$ cat src/hw/chdma_pkg.sv
// shared constants and types for the card host dma transfer block
package chdma_pkg;
  // ----------------------------------------------------------------
  // widths
  // ----------------------------------------------------------------
  localparam int CHDMA_WORD_W = 32;
  localparam int CHDMA_BYTE_W = 8;
  localparam int CHDMA_LANE_W = 2;
  localparam int CHDMA_CHUNK_W = 3;
  localparam logic [CHDMA_LANE_W-1:0] CHDMA_LANE_LAST = 2'h3;
  localparam logic [CHDMA_LANE_W-1:0] CHDMA_LANE_FIRST = 2'h0;
  localparam int CHDMA_WORD_SHIFT = 2;
  localparam int CHDMA_ROUND_UP = 3;
  // ----------------------------------------------------------------
  // transfer sequencing states
  // ----------------------------------------------------------------
  typedef enum logic [2:0] {
    CHDMA_IDLE,
    CHDMA_MOVE,
    CHDMA_DRAIN,
    CHDMA_STOP,
    CHDMA_DONE
  } chdma_state_e;
endpackage

$ cat src/hw/chdma_transfer_core.sv
// dma facing data path and transfer sequencing of the card host controller
`timescale 1ns/10ps
`default_nettype none
module chdma_transfer_core import chdma_pkg::*; #(
  parameter int LEN_W = 12,
  parameter int BLK_W = 16,
  parameter int TOT_W = 28,
  parameter int FIFO_DEPTH = 16,
  parameter int CNT_W = $clog2(FIFO_DEPTH) + 1
) (
  input wire logic sys_clk,
  input wire logic rst_b,
  // configuration
  input wire logic dma_handshake_enable,
  input wire logic word_padding_option,
  input wire logic read_overflow_guard,
  input wire logic [CHDMA_CHUNK_W-1:0] burst_chunk_setting,
  input wire logic [CHDMA_LANE_W-1:0] write_byte_offset,
  input wire logic [LEN_W-1:0] block_length,
  input wire logic [BLK_W-1:0] block_count,
  input wire logic write_direction,
  input wire logic data_cmd_start,
  input wire logic stop_cmd_done,
  input wire logic cmd_in_progress,
  input wire logic card_busy,
  // card byte stream
  input wire logic card_rx_valid,
  input wire logic [CHDMA_BYTE_W-1:0] card_rx_byte,
  output logic card_rx_ready,
  output logic card_tx_valid,
  output logic [CHDMA_BYTE_W-1:0] card_tx_byte,
  input wire logic card_tx_ready,
  // dma channel handshake
  output logic dma_req,
  input wire logic dma_wr,
  input wire logic [CHDMA_WORD_W-1:0] dma_wdata,
  input wire logic dma_rd,
  output logic [CHDMA_WORD_W-1:0] dma_rdata,
  // status
  output logic command_ready_flag,
  output logic card_idle_flag,
  output logic fifo_drained_flag,
  output logic transfer_done_flag,
  output logic overrun_flag
);
  // ----------------------------------------------------------------
  // helpers
  // ----------------------------------------------------------------
  // words per block, rounded up over the leading offset bytes
  function automatic logic [LEN_W:0] block_words(input logic [LEN_W-1:0] len,
                                                 input logic [CHDMA_LANE_W-1:0] off);
    logic [LEN_W+1:0] sum;
    sum = (LEN_W+2)'(len) + (LEN_W+2)'(off) + (LEN_W+2)'(CHDMA_ROUND_UP);
    return (LEN_W+1)'(sum >> CHDMA_WORD_SHIFT);
  endfunction

  function automatic logic [TOT_W-1:0] chunk_words(input logic [CHDMA_CHUNK_W-1:0] sel);
    return TOT_W'(1) << sel;
  endfunction

  chdma_state_e state_q, state_d;
  logic [LEN_W-1:0] byte_cnt_q, byte_cnt_d;
  logic [BLK_W-1:0] blk_cnt_q, blk_cnt_d;
  logic [CHDMA_LANE_W-1:0] lane_q, lane_d;
  logic [CHDMA_WORD_W-1:0] pack_q, pack_d, rdata_q, rdata_d;
  logic [TOT_W-1:0] words_left_q, words_left_d, need;
  logic done_q, done_d, ovr_q, ovr_d, drained_q, cmd_rdy_q, idle_q;
  logic wr_mode_q, wr_mode_d;
  logic fifo_push, fifo_pop, fifo_full, fifo_empty, fifo_clear;
  logic [CHDMA_WORD_W-1:0] fifo_wdata, fifo_rdata;
  logic [CNT_W-1:0] fifo_cnt;
  logic rx_fire, tx_fire, last_byte, word_end, moving;
  logic [CHDMA_LANE_W-1:0] start_lane;

  assign moving = (state_q == CHDMA_MOVE);
  assign rx_fire = card_rx_valid & card_rx_ready;
  assign tx_fire = card_tx_valid & card_tx_ready;
  assign last_byte = (byte_cnt_q == block_length - LEN_W'(1));
  assign word_end = (lane_q == CHDMA_LANE_LAST) | last_byte;
  assign start_lane = wr_mode_q ? write_byte_offset : CHDMA_LANE_FIRST;

  // ----------------------------------------------------------------
  // card side byte path
  // ----------------------------------------------------------------
  // the guard trades card throughput for never losing a received word
  assign card_rx_ready = moving & ~wr_mode_q & ~(read_overflow_guard & fifo_full);
  assign card_tx_valid = moving & wr_mode_q & ~fifo_empty;
  assign card_tx_byte = fifo_rdata[lane_q*CHDMA_BYTE_W +: CHDMA_BYTE_W];

  // fifo fill and drain run side by side; the card waits on an empty or guarded full fifo, the dma on a chunk of words or space
  always_comb begin
    fifo_wdata = pack_q | (CHDMA_WORD_W'(card_rx_byte) << (lane_q * CHDMA_BYTE_W));
    fifo_wdata = wr_mode_q ? dma_wdata : fifo_wdata;
    fifo_push = wr_mode_q ? (dma_wr & ~fifo_full) : (rx_fire & word_end & ~fifo_full);
    fifo_pop = wr_mode_q ? (tx_fire & word_end) : (dma_rd & ~fifo_empty);
    fifo_clear = data_cmd_start & (state_q == CHDMA_IDLE);
  end

  chdma_word_fifo #(
    .WIDTH(CHDMA_WORD_W),
    .DEPTH(FIFO_DEPTH)
  ) u_fifo (
    .sys_clk(sys_clk),
    .rst_b(rst_b),
    .clear(fifo_clear),
    .push(fifo_push),
    .push_data(fifo_wdata),
    .pop(fifo_pop),
    .pop_data(fifo_rdata),
    .full(fifo_full),
    .empty(fifo_empty),
    .count(fifo_cnt)
  );

  // ----------------------------------------------------------------
  // dma request: one chunk, or the short remainder at the end
  // ----------------------------------------------------------------
  always_comb begin
    need = (words_left_q < chunk_words(burst_chunk_setting)) ?
           words_left_q : chunk_words(burst_chunk_setting);
    if (!dma_handshake_enable || words_left_q == '0 || state_q == CHDMA_IDLE) begin
      dma_req = 1'b0;
    end else if (wr_mode_q) begin
      dma_req = (TOT_W'(FIFO_DEPTH) - TOT_W'(fifo_cnt)) >= need;
    end else begin
      dma_req = TOT_W'(fifo_cnt) >= need;
    end
  end

  // ----------------------------------------------------------------
  // sequencing and counters
  // ----------------------------------------------------------------
  always_comb begin
    state_d = state_q;
    byte_cnt_d = byte_cnt_q;
    blk_cnt_d = blk_cnt_q;
    lane_d = lane_q;
    pack_d = pack_q;
    words_left_d = words_left_q;
    wr_mode_d = wr_mode_q;
    done_d = done_q;
    ovr_d = ovr_q;
    rdata_d = rdata_q;
    if (!wr_mode_q && dma_rd && !fifo_empty) begin
      rdata_d = fifo_rdata;
    end
    if ((wr_mode_q ? fifo_push : fifo_pop) && words_left_q != '0) begin
      words_left_d = words_left_q - TOT_W'(1);
    end
    if (rx_fire) begin
      pack_d[lane_q*CHDMA_BYTE_W +: CHDMA_BYTE_W] = card_rx_byte;
      if (word_end && fifo_full) begin
        ovr_d = 1'b1; // word lost, only possible with the guard off
      end
    end
    if (rx_fire | tx_fire) begin
      lane_d = lane_q + CHDMA_LANE_W'(1);
      byte_cnt_d = byte_cnt_q + LEN_W'(1);
      if (last_byte) begin
        byte_cnt_d = '0;
        lane_d = start_lane;
        blk_cnt_d = blk_cnt_q + BLK_W'(1);
        if (blk_cnt_q == block_count - BLK_W'(1)) begin
          state_d = CHDMA_DRAIN;
        end
      end
    end
    // a ragged tail leaves upper lanes zero, giving the padded word
    if (rx_fire && word_end) begin
      pack_d = '0;
    end
    unique case (state_q)
      CHDMA_IDLE: begin
        if (data_cmd_start) begin
          wr_mode_d = write_direction;
          state_d = CHDMA_MOVE;
          byte_cnt_d = '0;
          blk_cnt_d = '0;
          pack_d = '0;
          done_d = 1'b0;
          ovr_d = 1'b0;
          lane_d = write_direction ? write_byte_offset : CHDMA_LANE_FIRST;
          words_left_d = TOT_W'(block_count) * TOT_W'(block_words(block_length,
                         write_direction ? write_byte_offset : CHDMA_LANE_FIRST));
        end
      end
      CHDMA_MOVE: begin
      end
      CHDMA_DRAIN: begin
        if (wr_mode_q || (fifo_empty && words_left_q == '0)) begin
          state_d = (block_count > BLK_W'(1)) ? CHDMA_STOP : CHDMA_DONE;
        end
      end
      CHDMA_STOP: begin
        if (stop_cmd_done) begin
          state_d = CHDMA_DONE;
        end
      end
      CHDMA_DONE: begin
        done_d = 1'b1;
        state_d = CHDMA_IDLE;
      end
    endcase
  end

  always_ff @(posedge sys_clk or negedge rst_b) begin
    if (!rst_b) begin
      state_q <= CHDMA_IDLE;
      byte_cnt_q <= '0;
      blk_cnt_q <= '0;
      lane_q <= CHDMA_LANE_FIRST;
      pack_q <= '0;
      words_left_q <= '0;
      wr_mode_q <= 1'b0;
      done_q <= 1'b0;
      ovr_q <= 1'b0;
      rdata_q <= '0;
      drained_q <= 1'b1;
      cmd_rdy_q <= 1'b0;
      idle_q <= 1'b0;
    end else begin
      state_q <= state_d;
      byte_cnt_q <= byte_cnt_d;
      blk_cnt_q <= blk_cnt_d;
      lane_q <= lane_d;
      pack_q <= pack_d;
      words_left_q <= words_left_d;
      wr_mode_q <= wr_mode_d;
      done_q <= done_d;
      ovr_q <= ovr_d;
      rdata_q <= rdata_d;
      drained_q <= fifo_empty;
      cmd_rdy_q <= ~cmd_in_progress;
      idle_q <= ~card_busy;
    end
  end

  // read data and status flags for software polling
  assign dma_rdata = rdata_q;
  assign fifo_drained_flag = drained_q;
  assign transfer_done_flag = done_q;
  assign overrun_flag = ovr_q;
  assign command_ready_flag = cmd_rdy_q;
  assign card_idle_flag = idle_q;

  // ----------------------------------------------------------------
  // checks
  // ----------------------------------------------------------------
  a_req_needs_en: assert property (@(posedge sys_clk) disable iff (!rst_b)
    dma_req |-> dma_handshake_enable) else $error("request without dma enable");
  a_guard_no_ovr: assert property (@(posedge sys_clk) disable iff (!rst_b)
    (read_overflow_guard && fifo_full) |-> !card_rx_ready) else $error("rx taken while full");
  a_pad_tail_zero: assert property (@(posedge sys_clk) disable iff (!rst_b)
    (fifo_push && !wr_mode_q && last_byte && word_padding_option) |->
    (fifo_wdata >> ((int'(lane_q) + 1) * CHDMA_BYTE_W)) == '0) else $error("padded tail not zero");
  a_drained_track: assert property (@(posedge sys_clk) disable iff (!rst_b)
    fifo_empty |=> fifo_drained_flag) else $error("drained flag missed empty fifo");
  a_done_stop: assert property (@(posedge sys_clk) disable iff (!rst_b)
    (state_q == CHDMA_STOP && !stop_cmd_done) |=> !transfer_done_flag)
    else $error("done before stop command");
  a_done_rise: assert property (@(posedge sys_clk) disable iff (!rst_b)
    $rose(transfer_done_flag) |-> $past(state_q) == CHDMA_DONE && state_q == CHDMA_IDLE)
    else $error("done rose outside done state");
  a_chunk_req: assert property (@(posedge sys_clk) disable iff (!rst_b)
    (dma_req && !wr_mode_q) |->
    (TOT_W'(fifo_cnt) >= chunk_words(burst_chunk_setting) || TOT_W'(fifo_cnt) >= words_left_q))
    else $error("read request without a chunk");
  a_offset_lane: assert property (@(posedge sys_clk) disable iff (!rst_b)
    (state_q == CHDMA_IDLE && data_cmd_start && write_direction)
    |=> lane_q == $past(write_byte_offset)) else $error("offset not applied");
  a_words_load: assert property (@(posedge sys_clk) disable iff (!rst_b)
    (state_q == CHDMA_IDLE && data_cmd_start && block_count == BLK_W'(1) && !write_direction)
    |=> words_left_q == TOT_W'(($past(block_length) + CHDMA_ROUND_UP) >> CHDMA_WORD_SHIFT))
    else $error("word count not rounded up");
endmodule
`default_nettype wire

$ cat src/hw/chdma_word_fifo.sv
// word fifo between the card byte path and the dma word path
`timescale 1ns/10ps
`default_nettype none
module chdma_word_fifo import chdma_pkg::*; #(
  parameter int WIDTH = 32,
  parameter int DEPTH = 16,
  parameter int AW = $clog2(DEPTH)
) (
  input wire logic sys_clk,
  input wire logic rst_b,
  input wire logic clear,
  input wire logic push,
  input wire logic [WIDTH-1:0] push_data,
  input wire logic pop,
  output logic [WIDTH-1:0] pop_data,
  output logic full,
  output logic empty,
  output logic [AW:0] count
);
  logic [WIDTH-1:0] mem_q [DEPTH];
  logic [AW-1:0] wr_ptr_q, wr_ptr_d, rd_ptr_q, rd_ptr_d;
  logic [AW:0] cnt_q, cnt_d;
  logic do_push, do_pop;

  // ----------------------------------------------------------------
  // pointers and count
  // ----------------------------------------------------------------
  // a push into a full fifo or a pop from an empty one is ignored
  always_comb begin
    do_push = push & ~full;
    do_pop = pop & ~empty;
    wr_ptr_d = wr_ptr_q;
    rd_ptr_d = rd_ptr_q;
    cnt_d = cnt_q;
    if (clear) begin
      wr_ptr_d = '0;
      rd_ptr_d = '0;
      cnt_d = '0;
    end else begin
      if (do_push) begin
        wr_ptr_d = (wr_ptr_q == AW'(DEPTH - 1)) ? '0 : wr_ptr_q + AW'(1);
      end
      if (do_pop) begin
        rd_ptr_d = (rd_ptr_q == AW'(DEPTH - 1)) ? '0 : rd_ptr_q + AW'(1);
      end
      if (do_push & ~do_pop) begin
        cnt_d = cnt_q + (AW+1)'(1);
      end else if (do_pop & ~do_push) begin
        cnt_d = cnt_q - (AW+1)'(1);
      end
    end
  end

  always_ff @(posedge sys_clk or negedge rst_b) begin
    if (!rst_b) begin
      wr_ptr_q <= '0;
      rd_ptr_q <= '0;
      cnt_q <= '0;
    end else begin
      wr_ptr_q <= wr_ptr_d;
      rd_ptr_q <= rd_ptr_d;
      cnt_q <= cnt_d;
    end
  end

  // storage has no reset; only words below the count are ever read
  always_ff @(posedge sys_clk) begin
    if (do_push && !clear) begin
      mem_q[wr_ptr_q] <= push_data;
    end
  end

  assign pop_data = mem_q[rd_ptr_q];
  assign full = (cnt_q == (AW+1)'(DEPTH));
  assign empty = (cnt_q == '0);
  assign count = cnt_q;
endmodule
`default_nettype wire

$ cat config.mk
export PLATFORM = sky130hd
export DESIGN_NAME = chdma_transfer_core
export DESIGN_NICKNAME = d
export VERILOG_FILES = /design/src/hw/chdma_pkg.sv /design/src/hw/chdma_transfer_core.sv /design/src/hw/chdma_word_fifo.sv
export SDC_FILE = /design/constraint.sdc
export NUM_CORES = 1
export LEC_CHECK = 0
export BUFFER_PORTS_ARGS = -buffer_cell sky130_fd_sc_hd__buf_2
export CORE_MARGIN = 4
export CORE_UTILIZATION = 60
export DETAILED_ROUTE_END_ITERATION = 16
export PLACE_DENSITY = 0.78
export SLEW_MARGIN = 20
export SYNTH_ARGS = -nofsm -noshare
export SYNTH_HDL_FRONTEND = slang
export SYNTH_SLANG_ARGS = --single-unit
$ cat constraint.sdc
create_clock -name sys_clk -period 14.3 [get_ports sys_clk]
set_input_delay 1.43 -clock sys_clk [delete_from_list [all_inputs] [get_ports sys_clk]]
set_output_delay 1.43 -clock sys_clk [all_outputs]
set_load 0.005 [all_outputs]
==> results_dict.tcl <==
set metrics [dict create \
    synth_top_area_cell "edfxtp_1" \
    setup_viol 0 \
    cts_resized 0 \
    cts_sinks 656 \
    n_fill_cell 3833 \
    dp_hpwl_mm 56.2 \
    worstRegToRegCells 12 \
    grt_use_total_pct 29.3 \
    grt_pass1_vias 23600 \
    port_buffers 133 \
    cts-root-to-sink-buffers 3 \
    ctsHtreeMaxLevel 3 \
    finalClockSkew_ns 0.0307 \
    rsz0062_at_grt "no" \
    synthTopCellsByCount "edfxtp_1, nand2_1, inv_1, mux4_2, dfrtp_1" \
    grtUsageMet2_pct 48.4 \
    first_pass_iters 6 \
    wl_per_cell_um 25.4 \
    areaGrowthSynthToFinish_pct 11.4 \
    gr-usage-met1_pct 38.6 \
    cellPowerDensity_nw_per_um2 162 \
    start_kind "primary input" \
    reg2reg_from "u_fifo.count[0]" \
    core_um2 57800 \
    cp-end-kind "register" \
    rr_endpoint "u_fifo.mem_q[4][10]" \
    path_class "primary input to register" \
    hold_violations 0 \
    overflow 0 \
    synth_area_per_cell_um2 13.4 \
    syn_area_um2 35000 \
    cp_max_fo 16 \
    root_buffer "clkbuf_16" \
    ys_seq_area_share_pct 54.2 \
    leakage_nw 14.2 \
    netlist_top_cells_area "edfxtp_1, mux4_2, dfrtp_1" \
    dp.cells 3467 \
    r2r_setup_slack_ns 9.86 \
    tns_ns 0 \
    vias 23100 \
    die_x_um 250 \
    max_freq_mhz 123 \
    synth_edf_count 512 \
    post-route-period-util_pct 56.8 \
    fin_crit_ns 8.12 \
    postRouteAntennaNets 0 \
    yosys_warnings 0 \
    arrival_ns 8.56 \
    grt_max_degree 76 \
    seq_area_um2 19000 \
    grt_busiest_layer "met2" \
    met3_usage_pct 6.48 \
    critical_path.startpoint "write_direction" \
    grt_pass1_wl_mm 140 \
    die_y_um 250 \
    drtIter0Drc 2593 \
    peakVddDrop_uv 159 \
    maxSlewViolCount 0 \
    post_cts_buffers 0 \
    cts_buffers 67 \
    power_mw 6.33 \
    layout-drive-gt1-share_pct 18.0 \
    drc 0 \
    cp.required_ns 14.74 \
    min_path_type "register to register" \
    cts_tree "yes" \
    wl_mm 91.2 \
    synth_cell_type_count 79 \
    clk_pin_slew_ns 0.06 \
    ys_ff_latch 656 \
    routed_via_density 6.42 \
    stdcell_count 3597 \
    cap_violations 0 \
    clk_latency_ns 0.61 \
    antenna_found_initial 10 \
    yosysMostFrequentCell "edfxtp_1" \
    status "finished clean" \
    ios 135 \
    rows 88 \
    layout.nets 3131 \
    synthDominantCellAreaShare_pct 43.9 \
    start_util_pct 60.6 \
    crit_end "words_left_q[18]" \
    worst_slew_pin_slew_ns 1.09 \
    die-area_um2 62300 \
    synth_ff_type "edfxtp_1" \
    cts_hold_buf 0 \
    async_reset_ff_share_pct 22.0 \
    place_congestion 0.882 \
    multiInputGateArea_um2 15000 \
    slew_headroom_pct 27.6 \
    postSynthCellCount 2625 \
]
[flip-flops by register name, summed over array words and instances (netlist names)]
signal              flops
u_fifo.mem_q          512
card_idle_flag          1
wr_mode_q               1
pack_q                 32
state_q                 3
u_fifo.wr_ptr_q         4
u_fifo.rd_ptr_q         4
words_left_q           28
byte_cnt_q             12
overrun_flag            1
lane_q                  2
fifo_drained_flag       1
dma_rdata              32
blk_cnt_q              16
transfer_done_flag      1
command_ready_flag      1
u_fifo.count            5
[metrics by stage]
step	util, %	hold slack (ns)	setup WS, ns	instance area, um^2
floorplan	-	0.470	6.48	35100
global placement	63.6	0.455	5.87	36800
detailed placement	63.6	0.458	5.74	36800
CTS	67.5	0.473	6.36	39000
global route	67.5	0.500	5.90	39000
finish	67.6	0.472	6.18	39100
[layout make-up]
type	count	share of cell area, %
Sequential cell	656	48.6
Multi-Input combinational cell	1648	38.3
Clock buffer	88	4.65
Timing Repair Buffer	193	2.87
Tap cell	765	2.45
Inverter	208	2.00
Clock inverter	35	1.03
Antenna cell	4	0.0256
[worst max-delay path: stages]
cell      delay (ns)
buf_2           0.16
nand2_1         0.16
ha_1            0.31
nor2_1          0.13
inv_1           0.06
fa_1            0.42
nor2_1          0.24
nand3_1         0.12
xnor2_1         0.14
buf_4           0.25
nand2_1         0.11
fa_1            0.44
fa_1            0.51
fa_1            0.49
inv_1           0.05
fa_1            0.54
inv_1           0.06
fa_1            0.52
inv_1           0.04
ha_1            0.33
o21a_1          0.13
o211ai_1        0.22
a211oi_1        0.09
nor3_1          0.71
o21ai_0         0.26
a21oi_1         0.26
xor2_1          0.26
o21ai_1         0.10
[metal layers]
layer / vias to the layer above / part of all wire [%]
met4: 6 / 4.3
met1: 11600 / 36
met5: - / 0.047
met3: 266 / 10
met2: 1401 / 49
li1: 9758 / -
[how the worst min path moves through the flow]
stage / cells after the start / to / startpoint
2_1_floorplan: 2 / dma_rdata[24] / dma_rdata[24]
3_3_place_gp: 2 / dma_rdata[4] / dma_rdata[4]
3_5_place_dp: 2 / dma_rdata[25] / dma_rdata[25]
4_1_cts: 2 / dma_rdata[25] / dma_rdata[25]
5_1_grt: 2 / dma_rdata[9] / dma_rdata[9]
6_report: 2 / dma_rdata[25] / dma_rdata[25]
[logic make-up (layout without fill, tap and decap cells)]
family	after synthesis	count (layout)	share of synthesized area, %
flip-flops	656	656	54.2
adder cells (fa/ha/maj)	270	270	12.4
AO/OA/AOI/OAI	294	294	5.07
other	1	24	0.0107
buffers and inverters	340	524	3.70
XOR/XNOR	110	110	2.81
AND/OR/NAND/NOR	768	768	10.5
multiplexers	186	186	11.3
[layout by cell type, fill, tap and decap left out, types with 58 or more instances in the layout]
cell	instances
dfrtp_1	138
nor2_1	88
clkbuf_16	68
nand3_1	61
a21oi_1	117
and2_1	58
fa_1	129
edfxtp_1	512
mux4_2	168
buf_2	132
inv_1	208
ha_1	141
nand2_1	352
[report_power, final]
part	switching (mW)	internal [mW]	total (mW)	leakage, nW
combinational	1.27	1.03	2.30	7.48
clock	0.750	1.02	1.77	1.08
sequential	0.161	2.10	2.27	5.65
total	2.18	4.15	6.33	14.2
No activity file was read; power rests on OpenSTA's default activity.
